## config.mk

```make
export PLATFORM = sky130hd
export DESIGN_NAME = sps_page_ctrl
export DESIGN_NICKNAME = d
export VERILOG_FILES = /design/src/sps_pkg.sv /design/src/sps_page_sel.sv /design/src/sps_axil_slave.sv /design/src/sps_page_ctrl.sv
export SDC_FILE = /design/constraint.sdc
export NUM_CORES = 1
export LEC_CHECK = 0
export BUFFER_PORTS_ARGS = -buffer_cell sky130_fd_sc_hd__buf_4
export CAP_MARGIN = 20
export CORE_MARGIN = 2
export CORE_UTILIZATION = 53
export DETAILED_ROUTE_END_ITERATION = 10
export GPL_ROUTABILITY_DRIVEN = 0
export GPL_TIMING_DRIVEN = 0
export PLACE_DENSITY = 0.92
export SLEW_MARGIN = 20
export SYNTH_ARGS = -nofsm -noshare
export SYNTH_HDL_FRONTEND = slang
export SYNTH_SLANG_ARGS = --single-unit
```

## constraint.sdc

```tcl
create_clock -name aclk -period 3.1 [get_ports aclk]
set_clock_uncertainty 0.15 [all_clocks]
set_input_delay 0.62 -clock aclk [delete_from_list [all_inputs] [get_ports aclk]]
set_output_delay 0.62 -clock aclk [all_outputs]
set_load 0.02 [all_outputs]
```

## src/sps_pkg.sv

```systemverilog
package sps_pkg;
  localparam int PAGE_W = 3;
  localparam int DATA_W = 8;
  localparam int ADDR_W = 12;
  // Register indexes; byte address is four times the index
  localparam logic [7:0] IDX_CURRENT_PAGE = 8'hD0;
  localparam logic [7:0] IDX_STACK_PAGE   = 8'hD1;
  localparam logic [7:0] IDX_INDEX_PAGE   = 8'hD3;
  localparam logic [7:0] IDX_MOVE_READ    = 8'hD4;
  localparam logic [7:0] IDX_MOVE_WRITE   = 8'hD5;
  localparam logic [7:0] IDX_SCRATCH_BASE = 8'h60;
  localparam logic [7:0] IDX_STATUS       = 8'h70;
  localparam int         SCRATCH_IDX_LSB  = 2;
  // Reset values
  localparam logic [PAGE_W-1:0] RST_PAGE    = 3'h0;
  localparam logic [DATA_W-1:0] RST_SCRATCH = 8'h00;
  // Page mode encodings
  localparam logic [1:0] MODE_ALL_ZERO  = 2'h0;
  localparam logic [1:0] MODE_IDX_STACK = 2'h1;
  localparam logic [1:0] MODE_IDX_PAGE  = 2'h2;
  localparam logic [1:0] MODE_CUR_STACK = 2'h3;
  localparam int         MODE_CUR_BIT   = 1;
  // AXI responses
  localparam logic [1:0] RESP_OKAY   = 2'h0;
  localparam logic [1:0] RESP_SLVERR = 2'h2;
  // Status register field positions
  localparam int STAT_MODE_LSB = 0;
  localparam int STAT_STEP_LSB = 2;
  localparam int STAT_BUSY_BIT = 4;

  typedef enum logic [2:0] {
    ACC_NORMAL  = 3'h0,
    ACC_STACK   = 3'h1,
    ACC_SRC_IDX = 3'h2,
    ACC_DST_IDX = 3'h3,
    ACC_MVI_RD  = 3'h4,
    ACC_MVI_WR  = 3'h5
  } sps_acc_t;

  typedef enum logic [1:0] {
    ST_IDLE   = 2'h0,
    ST_PTR_RD = 2'h1,
    ST_PTR_WR = 2'h3,
    ST_DATA   = 2'h2
  } sps_step_t;

  typedef enum logic [2:0] {
    SEL_NONE  = 3'h0,
    SEL_CUR   = 3'h1,
    SEL_STK   = 3'h2,
    SEL_IDX   = 3'h3,
    SEL_MVR   = 3'h4,
    SEL_MVW   = 3'h5,
    SEL_SCR   = 3'h6,
    SEL_STAT  = 3'h7
  } sps_sel_t;

  typedef struct packed {
    logic [PAGE_W-1:0] cur;
    logic [PAGE_W-1:0] stk;
    logic [PAGE_W-1:0] idx;
    logic [PAGE_W-1:0] mvr;
    logic [PAGE_W-1:0] mvw;
  } sps_ptrs_t;

  typedef struct packed {
    logic     valid;
    sps_acc_t kind;
    logic     we;
    logic [1:0] page_mode_bits;
  } sps_req_t;
endpackage

```

## src/sps_page_sel.sv

```systemverilog
`timescale 1ns/1ps
module sps_page_sel (
  // Pointers and access
  input  sps_pkg::sps_ptrs_t           ptrs,
  input  wire logic [1:0]              page_mode_bits,
  input  sps_pkg::sps_acc_t            kind,
  input  wire logic                    data_phase,
  // Selected page
  output logic [sps_pkg::PAGE_W-1:0]   page
);
  logic [sps_pkg::PAGE_W-1:0] normal_page;

  always_comb begin
    normal_page = page_mode_bits[sps_pkg::MODE_CUR_BIT] ? ptrs.cur : sps_pkg::RST_PAGE;
    page        = normal_page;
    unique case (kind)
      sps_pkg::ACC_NORMAL: page = normal_page;
      sps_pkg::ACC_STACK:  page = ptrs.stk;
      sps_pkg::ACC_SRC_IDX, sps_pkg::ACC_DST_IDX: begin
        unique case (page_mode_bits)
          sps_pkg::MODE_ALL_ZERO:  page = sps_pkg::RST_PAGE;
          sps_pkg::MODE_IDX_STACK: page = ptrs.stk;
          sps_pkg::MODE_IDX_PAGE:  page = ptrs.idx;
          sps_pkg::MODE_CUR_STACK: page = ptrs.stk;
        endcase
      end
      // Pointer byte sits in the normal page, data in the move page
      sps_pkg::ACC_MVI_RD: page = data_phase ? ptrs.mvr : normal_page;
      sps_pkg::ACC_MVI_WR: page = data_phase ? ptrs.mvw : normal_page;
      default:             page = normal_page;
    endcase
  end
endmodule // sps_page_sel

```

## src/sps_axil_slave.sv

```systemverilog
`timescale 1ns/1ps
module sps_axil_slave #(
  parameter int ADDR_W = sps_pkg::ADDR_W
) (
  // Clock and reset
  input  wire logic              aclk,
  input  wire logic              aresetn,
  // AXI4-Lite
  input  wire logic [ADDR_W-1:0] s_axi_awaddr,
  input  wire logic              s_axi_awvalid,
  output logic                   s_axi_awready,
  input  wire logic [31:0]       s_axi_wdata,
  input  wire logic [3:0]        s_axi_wstrb,
  input  wire logic              s_axi_wvalid,
  output logic                   s_axi_wready,
  output logic [1:0]             s_axi_bresp,
  output logic                   s_axi_bvalid,
  input  wire logic              s_axi_bready,
  input  wire logic [ADDR_W-1:0] s_axi_araddr,
  input  wire logic              s_axi_arvalid,
  output logic                   s_axi_arready,
  output logic [31:0]            s_axi_rdata,
  output logic [1:0]             s_axi_rresp,
  output logic                   s_axi_rvalid,
  input  wire logic              s_axi_rready,
  // Register file side
  output logic                   wr_en,
  output logic [ADDR_W-1:0]      wr_addr,
  output logic [31:0]            wr_data,
  output logic [3:0]             wr_strb,
  input  wire logic              wr_err,
  output logic                   rd_en,
  output logic [ADDR_W-1:0]      rd_addr,
  input  wire logic [31:0]       rd_data,
  input  wire logic              rd_err
);
  logic aw_held_q;
  logic w_held_q;

  assign wr_en   = aw_held_q && w_held_q && !s_axi_bvalid;
  assign rd_en   = s_axi_arvalid && s_axi_arready;
  assign rd_addr = s_axi_araddr;

  // Address and data are captured independently, in either order
  always_ff @(posedge aclk) begin
    if (!aresetn) begin
      aw_held_q     <= 1'b0;
      w_held_q      <= 1'b0;
      s_axi_awready <= 1'b0;
      s_axi_wready  <= 1'b0;
      wr_addr       <= '0;
      wr_data       <= 32'h0000_0000;
      wr_strb       <= 4'h0;
    end else begin
      s_axi_awready <= !aw_held_q && !(s_axi_awvalid && s_axi_awready);
      s_axi_wready  <= !w_held_q && !(s_axi_wvalid && s_axi_wready);
      if (s_axi_awvalid && s_axi_awready) begin
        aw_held_q <= 1'b1;
        wr_addr   <= s_axi_awaddr;
      end
      if (s_axi_wvalid && s_axi_wready) begin
        w_held_q <= 1'b1;
        wr_data  <= s_axi_wdata;
        wr_strb  <= s_axi_wstrb;
      end
      if (s_axi_bvalid && s_axi_bready) begin
        aw_held_q     <= 1'b0;
        w_held_q      <= 1'b0;
        s_axi_awready <= 1'b1;
        s_axi_wready  <= 1'b1;
      end
    end
  end

  always_ff @(posedge aclk) begin
    if (!aresetn) begin
      s_axi_bvalid <= 1'b0;
      s_axi_bresp  <= sps_pkg::RESP_OKAY;
    end else if (wr_en) begin
      s_axi_bvalid <= 1'b1;
      s_axi_bresp  <= wr_err ? sps_pkg::RESP_SLVERR : sps_pkg::RESP_OKAY;
    end else if (s_axi_bready) begin
      s_axi_bvalid <= 1'b0;
    end
  end

  always_ff @(posedge aclk) begin
    if (!aresetn) begin
      s_axi_arready <= 1'b0;
      s_axi_rvalid  <= 1'b0;
      s_axi_rdata   <= 32'h0000_0000;
      s_axi_rresp   <= sps_pkg::RESP_OKAY;
    end else if (rd_en) begin
      s_axi_arready <= 1'b0;
      s_axi_rvalid  <= 1'b1;
      s_axi_rdata   <= rd_data;
      s_axi_rresp   <= rd_err ? sps_pkg::RESP_SLVERR : sps_pkg::RESP_OKAY;
    end else if (s_axi_rvalid && s_axi_rready) begin
      s_axi_rvalid  <= 1'b0;
      s_axi_arready <= 1'b1;
    end else if (!s_axi_rvalid) begin
      s_axi_arready <= 1'b1;
    end
  end
endmodule // sps_axil_slave

```

## src/sps_page_ctrl.sv

```systemverilog
`timescale 1ns/1ps
// Operation
// - Four 8-bit scratch registers, plain storage
// - Scratch and status reachable in any bank, others bank zero
// - Normal accesses use current page in modes 10b/11b
// - Current page never steers stack or indexed
// - Move pointer byte lives in the normal page
// - Stack page pointer resets to zero
// - Next push or pop uses newly written page
// - Stack always uses stack page pointer
// - Mode 11b sends indexed accesses to stack page
// - Index page pointer acts only in mode 10b
// - Move read data uses move-read page
// - Move write data uses move-write page
// - Move pointers ignore the page mode bits
// - Mode 00b forces page zero except for stack and move data; 01b indexed stack
// - Move does pointer read, pointer write, data
module sps_page_ctrl #(
  parameter int NUM_SCRATCH = 4,
  parameter int ADDR_W      = sps_pkg::ADDR_W
) (
  // Clock and reset
  input  wire logic                        aclk,
  input  wire logic                        aresetn,
  // AXI4-Lite slave
  input  wire logic [ADDR_W-1:0]           s_axi_awaddr,
  input  wire logic                        s_axi_awvalid,
  output logic                             s_axi_awready,
  input  wire logic [31:0]                 s_axi_wdata,
  input  wire logic [3:0]                  s_axi_wstrb,
  input  wire logic                        s_axi_wvalid,
  output logic                             s_axi_wready,
  output logic [1:0]                       s_axi_bresp,
  output logic                             s_axi_bvalid,
  input  wire logic                        s_axi_bready,
  input  wire logic [ADDR_W-1:0]           s_axi_araddr,
  input  wire logic                        s_axi_arvalid,
  output logic                             s_axi_arready,
  output logic [31:0]                      s_axi_rdata,
  output logic [1:0]                       s_axi_rresp,
  output logic                             s_axi_rvalid,
  input  wire logic                        s_axi_rready,
  // Core side
  input  wire logic                        reg_bank_sel,
  input  sps_pkg::sps_req_t                core_req,
  output logic                             core_busy_q,
  // SRAM page beat
  output logic                             sram_valid_q,
  output logic [sps_pkg::PAGE_W-1:0]       sram_page_q,
  output logic                             sram_we_q,
  output sps_pkg::sps_acc_t                sram_kind_q,
  output sps_pkg::sps_step_t               mvi_step_q
);
  sps_pkg::sps_ptrs_t ptrs_q;
  sps_pkg::sps_ptrs_t ptrs_d;
  logic [sps_pkg::DATA_W-1:0] scratch_q [NUM_SCRATCH];
  logic [sps_pkg::DATA_W-1:0] scratch_d [NUM_SCRATCH];
  logic [1:0]                 mode_q;
  sps_pkg::sps_step_t         step_d;

  logic              wr_en;
  logic [ADDR_W-1:0] wr_addr;
  logic [31:0]       wr_data;
  logic [3:0]        wr_strb;
  logic              rd_en;
  logic [ADDR_W-1:0] rd_addr;
  logic [31:0]       rd_data;
  logic              wr_err;
  logic              rd_err;
  sps_pkg::sps_sel_t wr_sel;
  sps_pkg::sps_sel_t rd_sel;
  logic [1:0]        wr_scr;
  logic [1:0]        rd_scr;
  logic              wr_lane0;

  logic              accept;
  logic              beat;
  sps_pkg::sps_acc_t sel_kind;
  logic [1:0]        sel_mode;
  logic              sel_we;
  logic              sel_data;
  logic [sps_pkg::PAGE_W-1:0] sel_page;

  localparam int SCRATCH_IDX_W = sps_pkg::SCRATCH_IDX_LSB;

  // Word decode; paging pointers vanish outside bank zero
  function automatic sps_pkg::sps_sel_t reg_decode(input logic [ADDR_W-1:0] addr, input logic bank);
    logic [7:0] idx;
    idx = addr[9:2];
    reg_decode = sps_pkg::SEL_NONE;
    if (addr[1:0] == 2'h0 && addr[ADDR_W-1:10] == '0) begin
      if (idx[7:SCRATCH_IDX_W] == sps_pkg::IDX_SCRATCH_BASE[7:SCRATCH_IDX_W])
        reg_decode = sps_pkg::SEL_SCR;
      else if (idx == sps_pkg::IDX_STATUS)
        reg_decode = sps_pkg::SEL_STAT;
      else if (!bank) begin
        unique case (idx)
          sps_pkg::IDX_CURRENT_PAGE: reg_decode = sps_pkg::SEL_CUR;
          sps_pkg::IDX_STACK_PAGE:   reg_decode = sps_pkg::SEL_STK;
          sps_pkg::IDX_INDEX_PAGE:   reg_decode = sps_pkg::SEL_IDX;
          sps_pkg::IDX_MOVE_READ:    reg_decode = sps_pkg::SEL_MVR;
          sps_pkg::IDX_MOVE_WRITE:   reg_decode = sps_pkg::SEL_MVW;
          default:                   reg_decode = sps_pkg::SEL_NONE;
        endcase
      end
    end
  endfunction

  sps_axil_slave #(
    .ADDR_W (ADDR_W)
  ) u_axil (
    .aclk          (aclk),
    .aresetn       (aresetn),
    .s_axi_awaddr  (s_axi_awaddr),
    .s_axi_awvalid (s_axi_awvalid),
    .s_axi_awready (s_axi_awready),
    .s_axi_wdata   (s_axi_wdata),
    .s_axi_wstrb   (s_axi_wstrb),
    .s_axi_wvalid  (s_axi_wvalid),
    .s_axi_wready  (s_axi_wready),
    .s_axi_bresp   (s_axi_bresp),
    .s_axi_bvalid  (s_axi_bvalid),
    .s_axi_bready  (s_axi_bready),
    .s_axi_araddr  (s_axi_araddr),
    .s_axi_arvalid (s_axi_arvalid),
    .s_axi_arready (s_axi_arready),
    .s_axi_rdata   (s_axi_rdata),
    .s_axi_rresp   (s_axi_rresp),
    .s_axi_rvalid  (s_axi_rvalid),
    .s_axi_rready  (s_axi_rready),
    .wr_en         (wr_en),
    .wr_addr       (wr_addr),
    .wr_data       (wr_data),
    .wr_strb       (wr_strb),
    .wr_err        (wr_err),
    .rd_en         (rd_en),
    .rd_addr       (rd_addr),
    .rd_data       (rd_data),
    .rd_err        (rd_err)
  );

  assign wr_sel   = reg_decode(wr_addr, reg_bank_sel);
  assign rd_sel   = reg_decode(rd_addr, reg_bank_sel);
  assign wr_scr   = wr_addr[3:2];
  assign rd_scr   = rd_addr[3:2];
  assign wr_err   = (wr_sel == sps_pkg::SEL_NONE);
  assign rd_err   = (rd_sel == sps_pkg::SEL_NONE);
  // Only byte lane zero carries register bits
  assign wr_lane0 = wr_en && wr_strb[0];

  // Next pointer values; the page mux sees these so a write lands on the same-cycle access
  always_comb begin
    ptrs_d = ptrs_q;
    if (wr_lane0) begin
      unique case (wr_sel)
        sps_pkg::SEL_CUR: ptrs_d.cur = wr_data[sps_pkg::PAGE_W-1:0];
        sps_pkg::SEL_STK: ptrs_d.stk = wr_data[sps_pkg::PAGE_W-1:0];
        sps_pkg::SEL_IDX: ptrs_d.idx = wr_data[sps_pkg::PAGE_W-1:0];
        sps_pkg::SEL_MVR: ptrs_d.mvr = wr_data[sps_pkg::PAGE_W-1:0];
        sps_pkg::SEL_MVW: ptrs_d.mvw = wr_data[sps_pkg::PAGE_W-1:0];
        default:          ptrs_d     = ptrs_q;
      endcase
    end
  end

  always_ff @(posedge aclk) begin
    if (!aresetn) begin
      ptrs_q <= '{cur: sps_pkg::RST_PAGE, stk: sps_pkg::RST_PAGE, idx: sps_pkg::RST_PAGE,
                  mvr: sps_pkg::RST_PAGE, mvw: sps_pkg::RST_PAGE};
    end else begin
      ptrs_q <= ptrs_d;
    end
  end

  genvar g;
  generate
    for (g = 0; g < NUM_SCRATCH; g++) begin : g_scratch
      always_comb begin
        scratch_d[g] = scratch_q[g];
        if (wr_lane0 && wr_sel == sps_pkg::SEL_SCR && wr_scr == 2'(g))
          scratch_d[g] = wr_data[sps_pkg::DATA_W-1:0];
      end
      always_ff @(posedge aclk) begin
        if (!aresetn)
          scratch_q[g] <= sps_pkg::RST_SCRATCH;
        else
          scratch_q[g] <= scratch_d[g];
      end
    end
  endgenerate

  // Read mux; bits above each field read as zero
  always_comb begin
    rd_data = 32'h0000_0000;
    unique case (rd_sel)
      sps_pkg::SEL_CUR:  rd_data[sps_pkg::PAGE_W-1:0] = ptrs_q.cur;
      sps_pkg::SEL_STK:  rd_data[sps_pkg::PAGE_W-1:0] = ptrs_q.stk;
      sps_pkg::SEL_IDX:  rd_data[sps_pkg::PAGE_W-1:0] = ptrs_q.idx;
      sps_pkg::SEL_MVR:  rd_data[sps_pkg::PAGE_W-1:0] = ptrs_q.mvr;
      sps_pkg::SEL_MVW:  rd_data[sps_pkg::PAGE_W-1:0] = ptrs_q.mvw;
      sps_pkg::SEL_SCR:  rd_data[sps_pkg::DATA_W-1:0] = scratch_q[rd_scr];
      sps_pkg::SEL_STAT: begin
        rd_data[sps_pkg::STAT_MODE_LSB +: 2] = mode_q;
        rd_data[sps_pkg::STAT_STEP_LSB +: 2] = mvi_step_q;
        rd_data[sps_pkg::STAT_BUSY_BIT]      = core_busy_q;
      end
      default:           rd_data = 32'h0000_0000;
    endcase
  end

  // A new request is taken when idle or in the last beat of a move
  assign accept = core_req.valid && !core_busy_q;

  always_comb begin
    step_d = sps_pkg::ST_IDLE;
    if (accept) begin
      if (core_req.kind == sps_pkg::ACC_MVI_RD || core_req.kind == sps_pkg::ACC_MVI_WR)
        step_d = sps_pkg::ST_PTR_RD;
    end else begin
      unique case (mvi_step_q)
        sps_pkg::ST_PTR_RD: step_d = sps_pkg::ST_PTR_WR;
        sps_pkg::ST_PTR_WR: step_d = sps_pkg::ST_DATA;
        sps_pkg::ST_DATA:   step_d = sps_pkg::ST_IDLE;
        sps_pkg::ST_IDLE:   step_d = sps_pkg::ST_IDLE;
      endcase
    end
  end

  // Beat selection: a fresh request or the next step of a running move
  always_comb begin
    beat     = accept || step_d != sps_pkg::ST_IDLE;
    sel_kind = accept ? core_req.kind : sram_kind_q;
    sel_mode = accept ? core_req.page_mode_bits : mode_q;
    sel_data = (step_d == sps_pkg::ST_DATA);
    sel_we   = 1'b0;
    unique case (step_d)
      sps_pkg::ST_IDLE:   sel_we = core_req.we;
      sps_pkg::ST_PTR_RD: sel_we = 1'b0;
      sps_pkg::ST_PTR_WR: sel_we = 1'b1;
      sps_pkg::ST_DATA:   sel_we = (sram_kind_q == sps_pkg::ACC_MVI_WR);
    endcase
  end

  sps_page_sel u_page_sel (
    .ptrs           (ptrs_d),
    .page_mode_bits (sel_mode),
    .kind           (sel_kind),
    .data_phase     (sel_data),
    .page           (sel_page)
  );

  always_ff @(posedge aclk) begin
    if (!aresetn) begin
      mvi_step_q  <= sps_pkg::ST_IDLE;
      core_busy_q <= 1'b0;
    end else begin
      mvi_step_q  <= step_d;
      // Busy drops in the data beat so the core can overlap its next request
      core_busy_q <= (step_d == sps_pkg::ST_PTR_RD) || (step_d == sps_pkg::ST_PTR_WR);
    end
  end

  always_ff @(posedge aclk) begin
    if (!aresetn) begin
      sram_valid_q <= 1'b0;
      sram_page_q  <= sps_pkg::RST_PAGE;
      sram_we_q    <= 1'b0;
      sram_kind_q  <= sps_pkg::ACC_NORMAL;
      mode_q       <= sps_pkg::MODE_ALL_ZERO;
    end else begin
      sram_valid_q <= beat;
      if (beat) begin
        sram_page_q <= sel_page;
        sram_we_q   <= sel_we;
        sram_kind_q <= sel_kind;
        mode_q      <= sel_mode;
      end
    end
  end
endmodule // sps_page_ctrl

```

After elaboration in Yosys (flattened, before gate mapping):

Memory sizes are Yosys's and may differ from the RTL's.
Index checks and enable logic that the tools add are counted.

* equality and inequality tests: 52
* muxes and demuxes: 50
* bitwise logic cells: 5
* reductions and logical operators: 49

Operator list (count)
* equality test 8 bit (second input constant): 10
* 2-to-1 mux 8 bit: 8
* 2-to-1 mux 3 bit: 18
* equality test 3 bit (second input constant): 12
* one-hot mux 3 bit (5 select lines): 2
* one-hot mux 3 bit (7 select lines): 1
* equality test 3 x 2 -> 1 bit (second input constant): 6
* logical AND 1 bit: 18
* equality test 2 bit (second input constant): 8
* equality test 8 x 7 -> 1 bit (second input constant): 2
* logical NOT 2 bit: 8
* 2-to-1 mux 15 bit: 1
* equality test 6 x 5 -> 1 bit (second input constant): 2
* one-hot mux 3 bit (4 select lines): 1
* 2-to-1 mux 1 bit: 11
* OR reduction 2 bit: 5
* equality test 3 x 1 -> 1 bit (second input constant): 3
* one-hot mux 3 bit (3 select lines): 1
* equality test 2 x 1 -> 1 bit (second input constant): 4
* 2-to-1 mux 2 bit: 4
* AND reduction 2 bit: 4
* logical NOT 1 bit: 6
* logical NOT 3 bit: 2
* one-hot mux 2 bit (3 select lines): 1
* 8 further kinds: 18

* register bits: 68
* bits in writable memories: 32
* input bits: 75
* logic and storage cells: 182
* memories kept: 1

Memories
* scratch_q: depth 4, bits a word 8, read ports 1, clocked after Yosys merged registers in 0, wr ports 4, RTL line sps_page_ctrl.sv:56 `logic [sps_pkg::DATA_W-1:0] scratch_q [NUM_SCRATCH];`

Longest topological paths before layout:

Gate-level depths: netlist of run 1.

* depth after elaboration: 12
* gate-level depth with buffers: 8
* mapped depth without buffers: 7

Cells and area by module:

A second synthesis of run 1 with hierarchy kept.

* cell total of the unflattened synthesis: 742
* area, all modules: 7505.9 um2

By module, submodules not included
* sps_axil_slave: instances 1, cells an instance 410, area each 4023.9 um2, sequential area each 1781.7 um2
* sps_page_ctrl: instances 1, cells an instance 304, area each 3280.6 um2, sequential area each 1501.4 um2
* sps_page_sel: instances 1, cells an instance 28, area each 201.4 um2, sequential area each 0.0 um2

Worst setup path after synthesis of run 1:

OpenSTA, ideal clock, no wires.

* path kind: reg-to-reg
* start: reg u_axil.wr_addr[4]
* end: mem scratch_q[0][0] (netlist bit), enable pin
* library setup time: 0.384 ns
* arrival: 2.079 ns
* data required time: 2.566 ns
* setup slack: 0.487 ns
* stages on the path, launching flop included: 8
* path buffers: 1
* cells stage by stage: dfxtp_1 > buf_6 > nand4bb_4 > o211ai_1 > a211o_4 > and3_1 > nand2_1 > o21ai_0

RTL lines
* from (decl): RTL line sps_axil_slave.sv:28 `output logic [ADDR_W-1:0] wr_addr,`
* from (signal assigned): RTL line sps_axil_slave.sv:59 `wr_addr <= s_axi_awaddr;`
* to (decl): RTL line sps_page_ctrl.sv:56

==> qor.yml, run 1 <==
placement:
  dpl_cell_area_mm2: 0.00577
  portBuffers: 73
  preCtsSetupSlack_ns: -0.00341
  dp_hpwl_mm: 8.94
sta:
  setup_ws_ns: 0.324
  finalSetupTns_ns: 0
  finalHoldViolCount: 0
  worstMarginPinSlew_ns: 0.772
  rsz0062_at_grt: "no"
  period_share_pct: 89.5
  fmax_mhz: 360
  setup_violations: 0
  finalMaxSlewViolations: 0
  relSlewSlack_pct: 48.0
  period_needed_ns: 2.78
floorplan:
  coreArea_mm2: 0.00920
  io_pins: 127
  die_height_um: 101
  die-area_mm2: 0.0102
  die_x_um: 101
  row_count: 35
  initial_core_util_pct: 54.2
global_route:
  antenna_found_initial: 0
  first_global_vias: 3875
  grt_max_degree: 19
  grt-ovfl-total: 0
  track_usage_pct: 24.1
  grt_pass1_wl_mm: 19.2
worst_setup_path:
  worstSetupStartpointType: "flop"
  worst-path-buf-inv: 1
  cpPeakStageDelay_ns: 0.64
  cp.arrival_ns: 2.64
  cp.required_ns: 2.96
  crit_chain: "buf_6 -> nand4bb_4 -> o211ai_1 -> a211o_4 -> and3_1 -> nand2_1 -> o21ai_1"
  cpMaxStageDelayCell: "o21ai_1"
  crit_path_end_kind: "flop"
  path_delay_family: "compound AO/OA/AOI/OAI gates"
  path_max_fanout: 10
  critical_path_class: "reg2reg"
run:
  cap_viol_max_count: 0
worst_hold_path:
  worstHoldPathType: "reg2reg"
power:
  peakVddDrop_mv: 0.323
  p_leak_uw: 0.00243
  p_comb_share_pct: 13.2
  swShare_pct: 26.2
  powerDensity_mw_per_mm2: 449
  p_clk_share_pct: 35.3
  power_uw: 2690
  p_switching_uw: 706
  share_seq_of_total_power_pct: 51.5
  p_int_uw: 1990
route:
  viasPerCell: 5.68
  dr.pass1.iters: 5
  vias: 4140
  first_iter_violations: 339
  routed_wl_mm: 11.7
  ant_nets: 0
  drc: 0
  wire_per_inst_um: 16.1
synthesis:
  synthDistinctLibCells: 76
  async_flop_share_pct: 0
  yosys_warnings: 0
  ys_seq_elements: 97
  netlist_area_mm2: 0.00499
  synth_edf_count: 32
  avgSynthCellArea_um2: 9.89
  ys_seq_area_share_pct: 45.4
  synthFlopType: "dfxtp_1"
  syn_inst: 504
finish:
  multi_input_area_mm2: 0.00249
  fillCellCount: 732
  stdcell_area_mm2: 0.00600
  n_antenna_cell: 0
  syn_to_final_growth_pct: 20.3
  drive_gt1_share_pct: 24.4
  register_area_mm2: 0.00226
  nets: 688
clock_tree:
  clk_latency_ns: 0.37
  cts_setup_buffers: 0
  cts_num_sinks: 97
  h-tree-depth: 3
  cts-root-buf: "clkbuf_8"
  path_clk_slew_ns: 0.10
  cts_buffer_depth: 2
  cts_inserted_buffers: 9
  cts_tree: "built"
run_status:
  status: "completed"
[cell type report]
cell class	count	share of cell area (%)
multi-input combinational	378	41.5
timing repair buffer	73	9.14
clock buffer	9	2.07
clock inverter	7	1.79
sequential	97	37.7
buffer	48	5.09
inverter	6	0.375
tap	111	2.32
[registers in the layout (all words and copies together) (netlist names), 2 cells and up]
| name | cells |
|---|---|
| u_axil.wr_data | 8 |
| mvi_step_q | 2 |
| mode_q | 2 |
| ptrs_q | 15 |
| u_axil.s_axi_rdata | 8 |
| sram_page_q | 3 |
| sram_kind_q | 3 |
| scratch_q | 32 |
| u_axil.wr_addr | 12 |
[cells in the mapped netlist (8+ instances only)]
library cell,n,area [um2]
nand2_1,68,255
dfxtp_1,65,1300
and2_1,37,231
edfxtp_1,32,961
buf_4,29,218
a21boi_0,27,203
nor2_1,22,82.6
nor2b_1,21,131
mux2i_1,18,180
nor3_1,16,80.1
o21ai_0,16,80.1
clkbuf_1,15,56.3
o21a_1,11,82.6
nand3_1,10,50.1
mux4_2,8,180
[cell usage in the layout, fill, tap and decap left out, types with 9 or more instances in the layout]
| cell | Yosys | layout |
|---|---|---|
| o21ai_0 | 16 | 12 |
| dfxtp_1 | 65 | 65 |
| edfxtp_1 | 32 | 32 |
| o21a_1 | 11 | 11 |
| nor2b_1 | 21 | 21 |
| and2_1 | 37 | 37 |
| nor3_1 | 16 | 16 |
| conb_1 | 1 | 26 |
| nand3_1 | 10 | 10 |
| buf_4 | 29 | 102 |
| clkbuf_8 | 0 | 9 |
| nor2_1 | 22 | 22 |
| clkbuf_1 | 15 | 15 |
| a21boi_0 | 27 | 27 |
| nand2_1 | 68 | 68 |
| mux2i_1 | 18 | 18 |
[per-stage QoR]
step	utilization (%)	hold slack (ns)	instances
floorplan	-	0.303	529
CTS	65.2	0.339	729
detailed placement	62.7	0.336	713
finish	65.2	0.351	729
global route	65.2	0.355	729
global placement	62.7	0.319	713
[cells by family after synthesis]
family / synth area share, %
buf+inv: 6.57
simple gates: 24.8
compound gates: 14.7
flops: 45.4
mux: 7.90
other cells: 0.0752
xor+xnor: 0.527
[power groups by stage]
stage,Clock (uW),Combinational [uW],Sequential (uW)
2_1_floorplan,0,216,1420
3_3_place_gp,0,339,1410
3_5_place_dp,0,350,1420
4_1_cts,961,352,1390
5_1_grt,1010,385,1390
6_report,951,355,1390
[layer usage]
metal	global-route usage, %	routed length, um	up-vias	share of wire [%]
li1	-	-	1970	-
met1	32.2	4970	1908	42
met2	38.8	5440	229	46
met3	3.74	975	33	8.3
met4	10.8	348	0	3.0
met5	0	0	-	0
[tightest hold or removal path, stage by stage, from the launching register on]
cell and delay (ns):
dfxtp_1 0.34, nand2_1 0.05, a21boi_0 0.07
[worst paths after layout]
path                                 startpoint                                  to  slack, ns  cells past startpoint
min          u_axil.s_axi_rdata[1]$_SDFFE_PN0P_  u_axil.s_axi_rdata[1]$_SDFFE_PN0P_       0.35                      2
max              u_axil.wr_addr[4]$_SDFFE_PN0P_       scratch_q[0][1]$_SDFFCE_PN0P_       0.32                      7
max reg2reg      u_axil.wr_addr[4]$_SDFFE_PN0P_       scratch_q[0][1]$_SDFFCE_PN0P_       0.32                      7
min reg2reg  u_axil.s_axi_rdata[1]$_SDFFE_PN0P_  u_axil.s_axi_rdata[1]$_SDFFE_PN0P_       0.35                      2
[timing repair]
item                                    4_1_cts  5_1_grt
resized for setup                             2        0
hold buffers                                  0        0
endpoints found under the setup margin        8        0
Note: power is estimated with default switching activity, not from simulation.
==> run 2, diff against run 1 <==
Settings changed: CORE_UTILIZATION 53 to 55, PLACE_DENSITY 0.92 to 0.9, SYNTH_HIERARCHICAL set to 1.
Clock period 3.1 ns to 3.25 ns, I/O delays scaled along.
==> qor.yml, run 2 <==
run_status:
  status: "completed"
power:
  peakVddDrop_mv: 0.377
  p_leak_uw: 0.00337
  powerDensity_mw_per_mm2: 492
global_route:
  track_usage_pct: 25.5
  grt_max_degree: 17
  grt_pass1_wl_mm: 25.5
  grt-ovfl-total: 0
  antenna_found_initial: 0
  first_global_vias: 5364
sta:
  relSlewSlack_pct: 57.7
  period_needed_ns: 3.02
  period_share_pct: 93.0
  finalHoldViolCount: 0
  fmax_mhz: 331
  finalSetupTns_ns: 0
  worstMarginPinSlew_ns: 0.631
  finalMaxSlewViolations: 0
  rsz0062_at_grt: "no"
  setup_violations: 0
floorplan:
  die-area_mm2: 0.0124
  io_pins: 127
  die_x_um: 112
  row_count: 39
  coreArea_mm2: 0.0114
  initial_core_util_pct: 55.9
  die_height_um: 112
finish:
  n_antenna_cell: 0
  drive_gt1_share_pct: 28.0
  layout_commonest_cell: "buf_4"
  layout_common_cells: "buf_4, dfxtp_1, o21a_1"
  syn_to_final_growth_pct: 22.5
  stdcell_area_mm2: 0.00778
  top_regs: "scratch_q: 32 flops, u_axil/s_axi_rdata: 32 flops, ptrs_q: 15 flops"
  instances_no_fill: 906
  nets: 828
  final_util_pct: 68.5
worst_setup_path:
  cpMaxStageDelayCell: "nor4_2"
  cpPeakStageDelay_ns: 0.48
  worst-path-buf-inv: 0
  r2r_slack_ns: 0.23
  crit_path_end_kind: "flop"
  worstSetupStartpointType: "flop"
  crit_chain: "nor4_2 -> o211ai_1 -> a21o_2 -> nor2_2 -> mux2_2 -> mux2i_1 -> nand3_1 -> a21oi_1 -> a211oi_1 -> o21ai_0 -> a21boi_0"
  cp.required_ns: 3.40
  path_delay_family: "compound AO/OA/AOI/OAI gates"
  path_max_fanout: 7
  critical_path_class: "reg2reg"
  cp.arrival_ns: 3.17
placement:
  dp.cells: 877
  portBuffers: 82
  dpl_cell_area_mm2: 0.00724
  dp_hpwl_mm: 10.7
clock_tree:
  path_clk_slew_ns: 0.05
  cts_inserted_buffers: 17
  cts_resized: 0
  ctsHoldBuffers: 0
  cts_buffer_depth: 2
  cts_tree: "built"
  clk_latency_ns: 0.42
  cts-root-buf: "clkbuf_16"
  h-tree-depth: 4
  cts_setup_buffers: 0
  cts_num_sinks: 121
route:
  first_iter_violations: 483
  dr.pass1.iters: 5
  vias: 5280
  routed_wl_mm: 15.6
  drc: 0
  wire_per_inst_um: 17.2
  ant_nets: 0
  viasPerCell: 5.83
synthesis:
  syn_inst: 628
  yosys_warnings: 6
  avgSynthCellArea_um2: 10.1
  netlist_area_mm2: 0.00636
run:
  cap_viol_max_count: 0
worst_hold_path:
  worstHoldPathType: "reg2reg"
-- run 2: tightest hold or removal path: cells and delay by family (launching register included) --
family / cells / cell delay (ns)
flops: 1 / 0.31
simple gates: 1 / 0.05
compound gates: 1 / 0.06
-- run 2: power by group --
part | internal (uW) | leakage (uW) | switching (uW)
Clock | 1100 | 0.000270 | 629
Combinational | 213 | 0.00205 | 244
Sequential | 1600 | 0.00106 | 36.1
-- run 2: layout make-up --
type / count / area, um2
inverter: 5 / 18.8
timing repair buffer: 82 / 616
tap: 143 / 179
clock inverter: 2 / 10.0
sequential: 121 / 2740
clock buffer: 27 / 534
fill: 792 / 3580
multi-input combinational: 456 / 3210
buffer: 70 / 472
-- run 2: routing by layer --
metal	vias up	wire length, um	global-route usage [%]
met3	41	1050	6.91
met2	233	7970	43.6
li1	2473	-	-
met5	-	0	0
met4	0	425	11.5
met1	2533	6120	30.1
-- run 2: metrics by stage --
| stage | setup slack [ns] | power [uW] | hold slack [ns] |
|---|---|---|---|
| after CTS | 0.342 | 3830 | 0.326 |
| after floorplan | 0.667 | 1970 | 0.295 |
| after global routing | 0.0441 | 3960 | 0.347 |
| after global placement | 0.334 | 2090 | 0.309 |
| after detailed placement | 0.217 | 2110 | 0.320 |
| final | 0.226 | 3830 | 0.321 |
-- run 2: final timing paths --
| path | endpoint | start | depth (start not counted) |
|---|---|---|---|
| worst max-delay path | sram_page_q[0]$_SDFFE_PN0P_ | u_axil/wr_addr[1]$_SDFFE_PN0P_ | 11 |
| worst min-delay path | sram_page_q[0]$_SDFFE_PN0P_ | sram_page_q[0]$_SDFFE_PN0P_ | 2 |
| worst max register to register | sram_page_q[0]$_SDFFE_PN0P_ | u_axil/wr_addr[1]$_SDFFE_PN0P_ | 11 |
| worst min register to register | sram_page_q[0]$_SDFFE_PN0P_ | sram_page_q[0]$_SDFFE_PN0P_ | 2 |
==> run 3, diff against run 2 <==
Settings changed: CELL_PAD_IN_SITES_DETAIL_PLACEMENT set to 2, CELL_PAD_IN_SITES_GLOBAL_PLACEMENT set to 2, CORE_UTILIZATION 55 to 33, PLACE_DENSITY 0.9 to 0.83.
Clock period 3.25 ns to 2.6 ns, I/O delays scaled along.
==> qor.yml, run 3 (synthesis results as in run 2) <==
floorplan:
  row_count: 50
  die-area_mm2: 0.0204
  die_x_um: 143
  initial_core_util_pct: 33.8
  die_height_um: 143
  io_pins: 127
  coreArea_mm2: 0.0188
route:
  ant_nets: 0
  first_iter_violations: 357
  drc: 0
  routed_wl_mm: 24.9
  viasPerCell: 5.35
  dr.pass1.iters: 4
  wire_per_inst_um: 23.8
  vias: 5589
sta:
  finalSetupTns_ns: -0.584
  finalHoldViolCount: 0
  setup_ws_ns: -0.214
  relSlewSlack_pct: 53.0
  setup_violations: 3
  rsz0062_at_grt: "yes"
  period_share_pct: 108
  period_needed_ns: 2.81
  finalMaxSlewViolations: 0
  worstMarginPinSlew_ns: 0.705
  fmax_mhz: 355
finish:
  top_regs: "scratch_q: 32 flops, u_axil/s_axi_rdata: 32 flops, ptrs_q: 15 flops"
  n_antenna_cell: 0
  nets: 847
  layout_common_cells: "buf_4, dfxtp_1, o21a_1"
  layout_commonest_cell: "buf_4"
  syn_to_final_growth_pct: 31.4
  drive_gt1_share_pct: 34.3
clock_tree:
  cts-root-buf: "clkbuf_16"
  cts_inserted_buffers: 17
  h-tree-depth: 4
  clk_latency_ns: 0.42
  cts_num_sinks: 121
  ctsHoldBuffers: 0
  cts_buffer_depth: 2
  cts_tree: "built"
  path_clk_slew_ns: 0.06
power:
  peakVddDrop_mv: 0.451
  p_leak_uw: 0.00356
  power_uw: 5210
  powerDensity_mw_per_mm2: 624
global_route:
  grt_max_degree: 17
  grt-ovfl-total: 0
  antenna_found_initial: 0
  first_global_vias: 6276
  track_usage_pct: 24.6
  grt_pass1_wl_mm: 37.6
worst_setup_path:
  cp.required_ns: 2.75
  worstSetupStartpointType: "flop"
  cp.arrival_ns: 2.96
  startpoint: "u_axil/wr_addr[9]$_SDFFE_PN0P_"
  cpMaxStageDelayCell: "dfxtp_1"
  crit_cells: 12
  cpPeakStageDelay_ns: 0.40
  crit_chain: "nand4b_1 -> buf_4 -> nor3_4 -> buf_4 -> nand3_2 -> nand2b_1 -> buf_6 -> mux2_4 -> a221oi_4 -> a211oi_2 -> o21ai_1 -> a21boi_1"
  path_max_fanout: 6
  timing.rr.start: "u_axil/wr_addr[9]$_SDFFE_PN0P_"
  reg2reg_to: "sram_page_q[2]$_SDFFE_PN0P_"
  crit_top_cell: "buf_4"
  crit_path_end_kind: "flop"
  r2r_cells: 12
  path_delay_family: "simple AND/OR/NAND/NOR gates"
  r2r_slack_ns: -0.21
  critical_path_class: "reg2reg"
  crit_end: "sram_page_q[2]$_SDFFE_PN0P_"
  worst-path-buf-inv: 3
run:
  cap_viol_max_count: 0
placement:
  portBuffers: 82
  dp_hpwl_mm: 14.4
  preCtsSetupSlack_ns: -0.475
run_status:
  violations: "negative setup slack"
  status: "complete, but fails checks"
worst_hold_path:
  min_from: "s_axi_bready"
  worstHoldPathType: "in2reg"
==> run 3: through the flow <==
step	instance area (um2)	util (%)	std cells	hold WS (ns)
floorplan	6450	-	652	0.295
global placement	7390	39.2	994	0.310
detailed placement	7390	39.2	994	0.316
CTS	8200	43.6	1035	0.244
global route	8350	44.4	1044	0.252
finish	8350	44.4	1044	0.247
==> run 3: report_power, final <==
| group | total [uW] | leakage (uW) | internal [uW] | switching [uW] |
|---|---|---|---|---|
| sequential | 2060 | 0.00106 | 2000 | 54.2 |
| combinational | 690 | 0.00220 | 305 | 385 |
| clock | 2470 | 0.000304 | 1570 | 891 |
| total | 5210 | 0.00356 | 3880 | 1330 |
==> run 3: routing by layer <==
metal	up-vias	wire length, um	GRT usage (%)
met5	-	0	0
met4	0	860	12.7
met3	54	803	4.16
met2	150	13200	44.6
met1	2886	9990	27.5
li1	2499	-	-
==> run 3: how the worst min path moves through the flow <==
stage                                   endpoint  slack [ns]  cells past startpoint
CTS                 u_axil/w_held_q$_SDFFE_PP0P_        0.24                      3
floorplan                   ptrs_q[0]$_SDFF_PN0_        0.29                      2
finish              u_axil/w_held_q$_SDFFE_PP0P_        0.25                      3
global placement     sram_page_q[1]$_SDFFE_PN0P_        0.31                      2
global route        u_axil/w_held_q$_SDFFE_PP0P_        0.25                      3
detailed placement   sram_page_q[0]$_SDFFE_PN0P_        0.32                      2
==> run 3: worst reg2reg max path, cell delays in order, from the launching register on <==
cell	delay, ns
dfxtp_1	0.40
nand4b_1	0.16
buf_4	0.19
nor3_4	0.25
buf_4	0.18
nand3_2	0.06
nand2b_1	0.18
buf_6	0.14
mux2_4	0.33
a221oi_4	0.33
a211oi_2	0.07
o21ai_1	0.13
a21boi_1	0.10
==> run 3: layout make-up <==
class	instances	area, um2
Tap cell	260	325
Multi-Input combinational cell	456	3400
Inverter	5	18.8
Clock inverter	5	52.6
Buffer	67	453
Timing Repair Buffer	104	793
Clock buffer	26	562
Sequential cell	121	2750
Fill cell	1951	10500
==> run 3: repair_timing <==
action / CTS / global route
buffers inserted: 11 / 11
pin swaps: 20 / 16
setup endpoints to repair: 35 / 32
gates resized for setup: 33 / 18
